<file path="src/retimer_misc_defs.svh">
// Offsets, field positions and reset values of the misc control registers
`ifndef RETIMER_MISC_DEFS_SVH
`define RETIMER_MISC_DEFS_SVH

// ==========================================================
// Register offsets
`define MISC_A_OFFSET      8'h09
`define MISC_B_OFFSET      8'h0A

// ==========================================================
// First register field positions
`define A_SWAP_BIT         7
`define A_INVERT_BIT       6
`define A_FORCE_PD_BIT     3
`define A_AUTO_DIS_BIT     2
`define A_RATE_HI          1
`define A_RATE_LO          0

// ==========================================================
// Second register field positions
`define B_APP_BIT          7
`define B_BLOCK_BIT        6
`define B_ADA_BIT          5
`define B_EQ_BIT           4
`define B_AUX_BIT          3
`define B_COMMIT_BIT       2
`define B_MODE_HI          1
`define B_MODE_LO          0

// ==========================================================
// Reset values
`define RATE_RESET         2'b10
`define MODE_RESET         2'b01
`define ADA_RESET          1'b1
`define EQ_RESET           1'b1
`define AUX_RESET          1'b1
`define BYTE_ZERO          8'h00

`endif

</file>
<file path="src/retimer_misc_pkg.sv">
// Types shared by the misc control register bank
package retimer_misc_pkg;

  // ==========================================================
  // Function mode encodings
  typedef enum logic [1:0] {
    MODE_REDRIVER_FULL = 2'b00,
    MODE_AUTO_CROSS    = 2'b01,
    MODE_AUTO_RETIMER  = 2'b10,
    MODE_RETIMER_FULL  = 2'b11
  } function_mode_type;

  // Configuration port rate encodings
  typedef enum logic [1:0] {
    RATE_5K   = 2'b00,
    RATE_10K  = 2'b01,
    RATE_100K = 2'b10,
    RATE_400K = 2'b11
  } port_rate_type;

  // Lane settings that reach the lanes on commit or while the link is idle
  typedef struct packed {
    logic        equalizer_enable;
    logic        adaptive_equalizer_sel;
    logic [13:0] other_lane_bits;
  } lane_settings_type;

  // Byte access from the serial front end
  typedef struct packed {
    logic       wr;
    logic       rd;
    logic [7:0] addr;
    logic [7:0] wdata;
  } reg_access_type;

endpackage
</file>
<file path="src/retimer_misc_control_regs.sv">
// Misc control register bank of the level-shifting retimer
// Operation
// RULE1: Bit 7 first register swaps input lanes
// RULE2: Bit 6 inverts polarity, retimer mode only
// RULE3: Swap/polarity from strap; locked when source low
// RULE4: Bit 3 forces lowest power down
// RULE5: Bit 2 clear: hot-plug drives power down
// RULE6: Bits 1:0 select port rate, reset 100k
// RULE7: Host sets bit 2 before 400k rate; host model sets it in the same write
// RULE8: Second bit 7 picks source or sink centring
// RULE9: Bit 6 blocks hot-plug forwarding
// RULE10: Bit 5 adaptive equalizer; locked when source low
// RULE11: Bit 4 enables receiver equalizer
// RULE12: Bit 3 aux bridge, large package only
// RULE13: Bit 2 self-clearing commit of staged settings
// RULE14: Idle link applies staged settings without commit
// RULE15: Bits 1:0 select function mode, reset crossover
// RULE16: Host toggles power down after mode change
// RULE17: Host sets sink placement in docks
// RULE18: Reserved bits read zero, writes ignored
// RULE19: Strap fields capture at reset, writable when source high
`timescale 1ns/1ps
`include "retimer_misc_defs.svh"

module retimer_misc_control_regs
  import retimer_misc_pkg::*;
(
  input  wire logic              clk,
  input  wire logic              reset_n,
  input  reg_access_type         reg_access,
  output logic [7:0]             reg_rdata,
  input  wire logic              config_source_sel,
  input  wire logic              swap_invert_strap,
  input  wire logic              sink_hotplug_in,
  input  wire logic              output_enable,
  input  wire logic              large_package,
  input  wire logic              rate_above_crossover,
  input  wire logic [13:0]       lane_bits_staged,
  output logic                   source_hotplug_out,
  output logic                   power_down,
  output logic                   lane_swap,
  output logic                   lane_invert,
  output port_rate_type          config_port_rate_sel,
  output logic                   eq_center_sink,
  output logic                   aux_bridge_enable,
  output function_mode_type      function_mode_applied,
  output logic                   retimer_active,
  output lane_settings_type      lane_settings_applied
);

  // ==========================================================
  // Helpers
  // Byte write decode, used for both registers
  function automatic logic write_hit(input reg_access_type acc, input logic [7:0] offs);
    write_hit = acc.wr && (acc.addr == offs);
  endfunction

  // ==========================================================
  // Register storage
  logic              lane_swap_ff;             // Lane order swap
  logic              lane_invert_ff;           // Polarity inversion request
  logic              forced_power_down_ff;     // Host forced sleep
  logic              hotplug_auto_sleep_disable_ff; // Suppress hot-plug sleep
  port_rate_type     rate_ff;                  // Port rate field
  logic              app_sink_ff;              // Placement: 1 is sink
  logic              hotplug_forward_block_ff; // Block hot-plug pass-through
  logic              adaptive_equalizer_sel_ff;// Adaptive versus fixed
  logic              equalizer_enable_ff;      // Receiver equalizer on
  logic              aux_bridge_enable_ff;     // Aux bridge on
  logic [1:0]        mode_ff;                  // Requested function mode
  logic              commit_lane_settings_ff;  // One-cycle commit pulse
  logic              strap_taken_ff;           // Strap caught after release
  function_mode_type mode_applied_ff;          // Mode the lanes run
  lane_settings_type lanes_ff;                 // Settings on the lanes
  logic [7:0]        rdata_ff;                 // Read data flop

  logic              hit_a;                    // Write to first register
  logic              hit_b;                    // Write to second register
  logic              host_owns;                // Serial writes allowed to swap, polarity and adaptive select
  logic              nxt_power_down;           // Combined sleep request
  lane_settings_type staged;                   // Settings waiting to apply
  logic              bypass_commit;            // Link idle, apply freely

  assign hit_a     = write_hit(reg_access, `MISC_A_OFFSET);
  assign hit_b     = write_hit(reg_access, `MISC_B_OFFSET);
  assign host_owns = config_source_sel;

  // ==========================================================
  // Strap capture, done one edge after release so reset loads constants only
  always_ff @(posedge clk or negedge reset_n) begin
    if (!reset_n) begin
      strap_taken_ff <= 1'b0;
    end else begin
      strap_taken_ff <= 1'b1;
    end
  end

  // Swap and polarity: strap at release, pin while pin owns, else host
  always_ff @(posedge clk or negedge reset_n) begin
    if (!reset_n) begin
      lane_swap_ff   <= 1'b0;
      lane_invert_ff <= 1'b0;
    end else if (!strap_taken_ff || !host_owns) begin
      // Pin source keeps the fields tracking the strap
      lane_swap_ff   <= swap_invert_strap; // RULE3 RULE19
      lane_invert_ff <= swap_invert_strap; // RULE3 RULE19
    end else if (hit_a) begin
      lane_swap_ff   <= reg_access.wdata[`A_SWAP_BIT];   // RULE1
      lane_invert_ff <= reg_access.wdata[`A_INVERT_BIT]; // RULE2
    end
  end

  // Power-down controls and port rate, always host writable
  always_ff @(posedge clk or negedge reset_n) begin
    if (!reset_n) begin
      forced_power_down_ff          <= 1'b0;
      hotplug_auto_sleep_disable_ff <= 1'b0;
      rate_ff                       <= port_rate_type'(`RATE_RESET);
    end else if (hit_a) begin
      // Bits 5:4 are dropped here, so reserved writes do nothing
      forced_power_down_ff          <= reg_access.wdata[`A_FORCE_PD_BIT]; // RULE4 RULE18
      hotplug_auto_sleep_disable_ff <= reg_access.wdata[`A_AUTO_DIS_BIT]; // RULE5
      rate_ff <= port_rate_type'(reg_access.wdata[`A_RATE_HI:`A_RATE_LO]); // RULE6
    end
  end

  // Second register plain fields
  always_ff @(posedge clk or negedge reset_n) begin
    if (!reset_n) begin
      app_sink_ff              <= 1'b0;
      hotplug_forward_block_ff <= 1'b0;
      equalizer_enable_ff      <= `EQ_RESET;
      aux_bridge_enable_ff     <= `AUX_RESET;
      mode_ff                  <= `MODE_RESET;
    end else if (hit_b) begin
      app_sink_ff              <= reg_access.wdata[`B_APP_BIT];   // RULE8
      hotplug_forward_block_ff <= reg_access.wdata[`B_BLOCK_BIT]; // RULE9
      equalizer_enable_ff      <= reg_access.wdata[`B_EQ_BIT];    // RULE11
      aux_bridge_enable_ff     <= reg_access.wdata[`B_AUX_BIT];   // RULE12
      mode_ff                  <= reg_access.wdata[`B_MODE_HI:`B_MODE_LO]; // RULE15
    end
  end

  // Adaptive select ignores serial writes while pins own configuration
  always_ff @(posedge clk or negedge reset_n) begin
    if (!reset_n) begin
      adaptive_equalizer_sel_ff <= `ADA_RESET;
    end else if (hit_b && host_owns) begin
      adaptive_equalizer_sel_ff <= reg_access.wdata[`B_ADA_BIT]; // RULE10 RULE19
    end
  end

  // Commit bit lives one cycle per commit write; the read port returns zero in its place
  always_ff @(posedge clk or negedge reset_n) begin
    if (!reset_n) begin
      commit_lane_settings_ff <= 1'b0;
    end else begin
      commit_lane_settings_ff <= hit_b && reg_access.wdata[`B_COMMIT_BIT]; // RULE13
    end
  end

  // ==========================================================
  // Power and hot-plug
  // Host must set auto disable before 400k; not checked here, see RULE7
  assign nxt_power_down = forced_power_down_ff ||
                          (!hotplug_auto_sleep_disable_ff && !sink_hotplug_in); // RULE4 RULE5

  // Registered sleep request and hot-plug pass-through
  always_ff @(posedge clk or negedge reset_n) begin
    if (!reset_n) begin
      power_down         <= 1'b0;
      source_hotplug_out <= 1'b0;
    end else begin
      power_down         <= nxt_power_down;
      source_hotplug_out <= sink_hotplug_in && !hotplug_forward_block_ff; // RULE9
    end
  end

  // Mode is adopted only while asleep, so a toggle of sleep brings it in
  always_ff @(posedge clk or negedge reset_n) begin
    if (!reset_n) begin
      mode_applied_ff <= function_mode_type'(`MODE_RESET);
    end else if (power_down) begin
      mode_applied_ff <= function_mode_type'(mode_ff); // RULE15 RULE16
    end
  end

  // ==========================================================
  // Staged lane settings
  assign staged        = '{equalizer_enable:       equalizer_enable_ff,
                           adaptive_equalizer_sel: adaptive_equalizer_sel_ff,
                           other_lane_bits:        lane_bits_staged};
  assign bypass_commit = !output_enable || !sink_hotplug_in || power_down; // RULE14

  // Lanes take staged values on commit or while the link is idle
  always_ff @(posedge clk or negedge reset_n) begin
    if (!reset_n) begin
      lanes_ff <= '{equalizer_enable: `EQ_RESET, adaptive_equalizer_sel: `ADA_RESET,
                    other_lane_bits: 14'h0000};
    end else if (commit_lane_settings_ff || bypass_commit) begin
      lanes_ff <= staged; // RULE13 RULE14
    end
  end

  // ==========================================================
  // Read port, one cycle after the strobe
  always_ff @(posedge clk or negedge reset_n) begin
    if (!reset_n) begin
      rdata_ff <= `BYTE_ZERO;
    end else if (reg_access.rd) begin
      if (reg_access.addr == `MISC_A_OFFSET) begin
        // Reserved bits 5:4 read zero
        rdata_ff <= {lane_swap_ff, lane_invert_ff, 2'b00, forced_power_down_ff,
                     hotplug_auto_sleep_disable_ff, rate_ff}; // RULE18
      end else if (reg_access.addr == `MISC_B_OFFSET) begin
        // Write-only commit bit reads zero
        rdata_ff <= {app_sink_ff, hotplug_forward_block_ff, adaptive_equalizer_sel_ff,
                     equalizer_enable_ff, aux_bridge_enable_ff, 1'b0, mode_ff}; // RULE13
      end else begin
        // Other offsets belong to other banks
        rdata_ff <= `BYTE_ZERO;
      end
    end
  end

  // ==========================================================
  // Outputs
  assign reg_rdata             = rdata_ff;
  assign lane_swap             = lane_swap_ff; // RULE1
  assign retimer_active        = (mode_applied_ff == MODE_RETIMER_FULL) ||
                                 ((mode_applied_ff != MODE_REDRIVER_FULL) && rate_above_crossover);
  assign lane_invert           = lane_invert_ff && retimer_active; // RULE2
  assign config_port_rate_sel  = rate_ff; // RULE6
  assign eq_center_sink        = app_sink_ff; // RULE8 RULE17
  assign aux_bridge_enable     = aux_bridge_enable_ff && large_package; // RULE12
  assign function_mode_applied = mode_applied_ff;
  assign lane_settings_applied = lanes_ff;
endmodule

</file>
<file path="config.mk">
export PLATFORM = sky130hd
export DESIGN_NAME = retimer_misc_control_regs
export DESIGN_NICKNAME = d
export VERILOG_FILES = /design/src/retimer_misc_pkg.sv /design/src/retimer_misc_control_regs.sv
export VERILOG_INCLUDE_DIRS = /design/src
export SDC_FILE = /design/constraint.sdc
export NUM_CORES = 1
export LEC_CHECK = 0
export BUFFER_PORTS_ARGS = -buffer_cell sky130_fd_sc_hd__buf_4
export CORE_MARGIN = 2
export CORE_UTILIZATION = 47
export CTS_CLUSTER_SIZE = 30
export DETAILED_ROUTE_END_ITERATION = 7
export GPL_TIMING_DRIVEN = 0
export PLACE_DENSITY_LB_ADDON = 0.25
export SLEW_MARGIN = 20
export SYNTH_ARGS = -nofsm -noshare
export SYNTH_HDL_FRONTEND = slang
export SYNTH_SLANG_ARGS = --single-unit
</file>
<file path="constraint.sdc">
create_clock -name clk -period 2 [get_ports clk]
set_input_delay 0.3 -clock clk [delete_from_list [all_inputs] [get_ports clk]]
set_output_delay 0.3 -clock clk [all_outputs]
set_load 0.05 [all_outputs]
</file>
==> results of run 1 <==
power groups by stage:
stage / clock network, µW / logic [µW] / registers [µW]
2_1_floorplan: 0 / 88.4 / 1110
3_3_place_gp: 0 / 388 / 969
3_5_place_dp: 0 / 396 / 973
4_1_cts: 724 / 398 / 956
5_1_grt: 764 / 419 / 962
6_report: 703 / 395 / 956
routing by layer:
layer	GRT usage (%)	share of wire, %
met3	5.24	6.2
met5	0	0
met1	22.7	40
met2	31.8	50
met4	9.44	3.1
timing repair:
item                                   CTS  global route
hold buffers                             1             0
endpoints found under the hold margin   35             0
setup endpoints to repair                0             0
final cells by class:
class | instances | area [µm²] | area share, %
Multi-Input combinational cell | 74 | 708 | 27.5
Tap cell | 48 | 60.1 | 2.33
Buffer | 4 | 27.5 | 1.07
Sequential cell | 43 | 1090 | 42.2
Clock inverter | 2 | 38.8 | 1.51
Timing Repair Buffer | 74 | 558 | 21.7
Inverter | 4 | 15.0 | 0.583
Clock buffer | 6 | 82.6 | 3.21
sequential cells by signal (all words and copies together) (netlist names), 2 cells and up:
signal / count
config_port_rate_sel: 2
reg_rdata: 8
lane_settings_applied: 16
mode_ff: 2
function_mode_applied: 2
kinds of logic (layout without fill, tap and decap cells):
| logic type | count (synthesis) | count (layout) | share of synthesized area, % |
|---|---|---|---|
| multiplexers | 29 | 29 | 19.2 |
| flip-flops | 43 | 43 | 59.2 |
| other | 1 | 1 | 0.204 |
| AND/OR/NAND/NOR | 22 | 22 | 10.2 |
| AO/OA/AOI/OAI | 21 | 21 | 8.32 |
| buffers and inverters | 8 | 90 | 2.32 |
| adder cells (fa/ha/maj) | 1 | 1 | 0.545 |
worst max-delay path: cells and delay by family, from the launching register on:
| kind | cells | cell delay, ps |
|---|---|---|
| simple gates | 1 | 530 |
| buf+inv | 1 | 290 |
| mux | 1 | 350 |
| flops | 1 | 430 |
worst min-delay path by stage:
stage	from	to	cells past startpoint
2_1_floorplan	reset_n	commit_lane_settings_ff$_DFF_PN0_	0
3_3_place_gp	reset_n	lane_settings_applied[10]$_DFFE_PN0P_	1
3_5_place_dp	reset_n	lane_settings_applied[10]$_DFFE_PN0P_	1
4_1_cts	sink_hotplug_in	power_down$_DFF_PN0_	2
5_1_grt	sink_hotplug_in	power_down$_DFF_PN0_	2
6_report	sink_hotplug_in	power_down$_DFF_PN0_	2
cell usage in the layout (no fill, tap or decap), types with 2 or more instances in the layout:
cell / instances
a21oi_1: 3
a22o_1: 2
a31oi_1: 5
a41oi_1: 2
and2_1: 2
buf_4: 74
clkbuf_8: 6
dfrtp_1: 35
dfstp_2: 8
inv_1: 4
mux2_1: 6
mux2_2: 16
mux2_4: 7
nand2_1: 2
nand4_1: 2
nor2_1: 6
nor4b_4: 2
o2bb2ai_1: 5
o31ai_1: 2
or4b_1: 2
metrics by stage:
stage	hold WS [ps]	util, %
finish	195	69.3
floorplan	4.41	-
global route	194	69.3
detailed placement	313	65.8
global placement	304	65.8
CTS	183	69.3
==> impl_metrics.toml, run 1 <==
[floorplan]
rows = 22
pin_count = 75
fp.coreArea_mm2 = 0.00372
die_h_um = 66.5
initial_core_util_pct = 49.4
fp.dieArea_mm2 = 0.00442
die_w_um = 66.5

[grt]
track_usage_pct = 19.1
antenna_found_initial = 0
grt_pass1_wl_mm = 6.18
gr-total-overflow = 0
first_global_vias = 1343
grt_max_degree = 44

[logic_synthesis]
synth.distinct_cells = 32
ys_ff_latch = 43
yosys_warnings = 0
synthTopCellsByArea = "dfrtp_1 48%, dfstp_2 11%, mux2_2 9.8%"
avgSynthCellArea_um2 = 14.7
netlist_instances = 125
yosysSeqAreaShare_pct = 59.2
synth_common_cells = "35 x dfrtp_1, 16 x mux2_2, 8 x dfstp_2"
syn-cell-area_mm2 = 0.00184
synth_edf_count = 0
synth_area_leader_cell = "dfrtp_1"
synthFlopType = "dfrtp_1"
synth_nets = 165
async_flop_share_pct = 100
synth_top_area_share_pct = 47.7
synth_most_common_cell = "dfrtp_1"

[final_layout]
final_cells = 255
syn2layout_area_growth_pct = 40.4
final_nets = 246
nFillCells = 273
final_cell_area_mm2 = 0.00258
drive_gt1_share_pct = 58.9
antenna_cells = 0

[worst_setup_path]
worstSetupStartpointType = "flop"
critPathKind = "reg2reg"
timing.rr.end = "lane_settings_applied[5]$_DFFE_PN0P_"
ff2ff_path_depth = 3
critPathRequiredTime_ps = 2180
ff2ff_setup_slack_ps = 290
critPathCaptureType = "flop"
crit_slowest_cell = "nor3_2"
crit_fanout = 10
crit_path_start = "power_down$_DFF_PN0_"
path_cells = "nor3_2, buf_4, mux2_2"
max_stage_delay_ps = 530
crit_end = "lane_settings_applied[5]$_DFFE_PN0P_"
cp.arrival_ps = 1890
rr_startpoint = "power_down$_DFF_PN0_"

[worst_hold_path]
hp-class = "in2reg"

[sta]
clock.fmax_ghz = 0.586
setup_violations = 0
clock_skew_ps = 4.97
fin_crit_sh_pct = 85.3
slew_viol_final = 0
worst_pin_slew_ps = 585
period_minus_slack_ps = 1710
rsz0062_at_grt = "false"
finalHoldViolCount = 0
slew_headroom_pct = 60.8
setup_ws_ps = 294
fin_setup_tns_ps = 0

[cts]
cts_tree = "yes"
clkSinkCount = 43
cts.htree.levels = 2
clock-root-buffer = "clkbuf_8"
clock_latency_ps = 290
path_clk_slew_ps = 80
numCtsBuffers = 5
post-cts-setup-buffers = 0
cts_resized = 0
clk_path_buf_depth = 2

[route]
drc_errors = 0
via_count = 1312
antenna_left = 0
via_per_inst = 5.15
routed_wl_mm = 3.86
drt-initial-drc-count = 27
first_pass_iters = 4
wl_per_cell_um = 15.1

[power]
total_power_uw = 2050
p_sw_share_pct = 27.5
intPower_uw = 1490
ir_drop_mv = 0.551
clock_power_share_pct = 34.2
switchingPower_uw = 565
p_per_area_mw_per_mm2 = 797
leakagePower_uw = 0.00124
p_comb_share_pct = 19.2
power_frac_seq_pct = 46.6

[place]
gp_congestion = 0.815
port_buffers = 73
dpl_cell_area_mm2 = 0.00244
dp_slack_ps = 271
dp.cells = 246
dpl.hpwl_mm = 2.91

[status]
status = "completed"

[flow_run]
cap_violations = 0
(Power assumes the default switching activity.)
==> run 2: changes to the inputs <==
--- a/config.mk
+++ b/config.mk
@@ -13,6 +13,7 @@
 export DETAILED_ROUTE_END_ITERATION = 7
 export GPL_TIMING_DRIVEN = 0
 export PLACE_DENSITY_LB_ADDON = 0.25
+export REMOVE_ABC_BUFFERS = 1
 export SLEW_MARGIN = 20
 export SYNTH_ARGS = -nofsm -noshare
 export SYNTH_HDL_FRONTEND = slang
==> impl_metrics.toml, run 2 (synthesized netlist as in run 1, its figures left out) <==
[status]
status = "finished, violations left"
violations = "negative hold slack"

[sta]
rsz0062_at_grt = "false"
fin_setup_tns_ps = 0
finalHoldViolCount = 32
period_minus_slack_ps = 1710
setup_violations = 0
holdWs_ps = -15.8
clock_skew_ps = 3.58
fin_crit_sh_pct = 85.5
slew_headroom_pct = 50.3
slew_viol_final = 0
worst_pin_slew_ps = 743
clock.fmax_ghz = 0.585

[floorplan]
rows = 22
initial_core_util_pct = 49.4
die_w_um = 66.5
pin_count = 75
fp.coreArea_mm2 = 0.00372
die_h_um = 66.5
fp.dieArea_mm2 = 0.00442

[power]
switchingPower_uw = 541
leakagePower_uw = 0.00120
power_frac_seq_pct = 51.4
ir_drop_mv = 0.503
clock_power_share_pct = 27.5
p_sw_share_pct = 29.1
p_per_area_mw_per_mm2 = 742
p_comb_share_pct = 21.1
intPower_uw = 1320

[worst_setup_path]
path_cells = "maj3_1, and2_1, buf_4"
worstSetupStartpointType = "flop"
crit_path_start = "function_mode_applied[1]$_DFFE_PN0P_"
critPathCaptureType = "output pin"
crit_fanout = 3
critPathKind = "reg2out"
rr_startpoint = "power_down$_DFF_PN0_"
cp.arrival_ps = 1410
critPathRequiredTime_ps = 1700
max_stage_delay_ps = 400
crit_slowest_cell = "dfrtp_1"

[cts]
holdBufCountCts = 0
cts.htree.levels = 2
clock_latency_ps = 290
path_clk_slew_ps = 70
cts_tree = "yes"
clock-root-buffer = "clkbuf_8"
cts_resized = 0
numCtsBuffers = 5
clk_path_buf_depth = 2
clkSinkCount = 43
post-cts-setup-buffers = 0

[grt]
gr-total-overflow = 0
first_global_vias = 1322
antenna_found_initial = 0
grt_max_degree = 44
grt_pass1_wl_mm = 6.06
track_usage_pct = 18.3

[route]
wl_per_cell_um = 15.3
via_count = 1329
drc_errors = 0
antenna_left = 0
drt-initial-drc-count = 52
via_per_inst = 5.29
routed_wl_mm = 3.83
first_pass_iters = 4

[final_layout]
nFillCells = 281
mostFrequentLayoutCells = "74 x buf_4, 35 x dfrtp_1, 16 x mux2_2"
syn2layout_area_growth_pct = 36.8
largest_reg_flops = 16
post-route-util_pct = 67.6
final_cell_area_mm2 = 0.00251
drive_gt1_share_pct = 57.6
final_cells = 251
final_nets = 242
antenna_cells = 0
layout_commonest_cell = "buf_4"

[place]
gp_congestion = 0.786
dpl_cell_area_mm2 = 0.00242
dpl.hpwl_mm = 2.93
dp.cells = 243
port_buffers = 74

[flow_run]
cap_violations = 0

[worst_hold_path]
hp-class = "in2async"
## run 2: per-stage QoR
stage	total power [µW]	setup slack (ps)
2_1_floorplan	1190	-26.3
3_3_place_gp	1360	129
3_5_place_dp	1370	41.8
4_1_cts	1880	34.0
5_1_grt	1950	222
6_report	1860	289
## run 2: metal layers
layer	global-route usage [%]	wire [µm]	share of wire [%]	vias to the layer above
met5	0	0	0	-
met4	6.89	48	1.3	0
met3	5.07	325	8.5	7
met2	31.9	1860	48	60
met1	21.5	1600	42	650
li1	-	-	-	612
## run 2: critical path, delay by kind of cell, from the launching register on
kind | cells | cell delay [ps]
adders and majority gates | 1 | 370
and+or+nand+nor | 1 | 170
buffers and inverters | 1 | 180
DFF | 1 | 400
## run 2: power groups by stage
stage / registers [µW] / clock network, µW / logic, µW
after floorplan: 1110 / 0 / 84.3
after global placement: 969 / 0 / 388
after detailed placement: 974 / 0 / 396
after CTS: 957 / 527 / 397
after global routing: 964 / 573 / 415
final: 958 / 512 / 393
## run 2: worst paths after layout
check / slack [ps] / cells past startpoint / endpoint
min in group clk: 200 / 2 / power_down$_DFF_PN0_
max in group asynchronous: 1640 / 1 / lane_settings_applied[15]$_DFFE_PN1P_
worst min-delay path: -20 / 1 / reg_rdata[5]$_DFFE_PN0P_
worst min register to register: 470 / 1 / source_hotplug_out$_DFF_PN0_
worst max-delay path: 290 / 3 / lane_invert
worst max register to register: 360 / 2 / lane_settings_applied[9]$_DFFE_PN0P_
## run 2: layout make-up
| class | count | area (µm²) | share of cell area [%] |
|---|---|---|---|
| timing repair buffer | 74 | 556 | 22.1 |
| inverter | 4 | 15.0 | 0.598 |
| sequential | 43 | 1090 | 43.2 |
| tap | 48 | 60.1 | 2.39 |
| multi-input combinational | 74 | 713 | 28.4 |
| clock inverter | 1 | 5.00 | 0.199 |
| clock buffer | 7 | 76.3 | 3.04 |
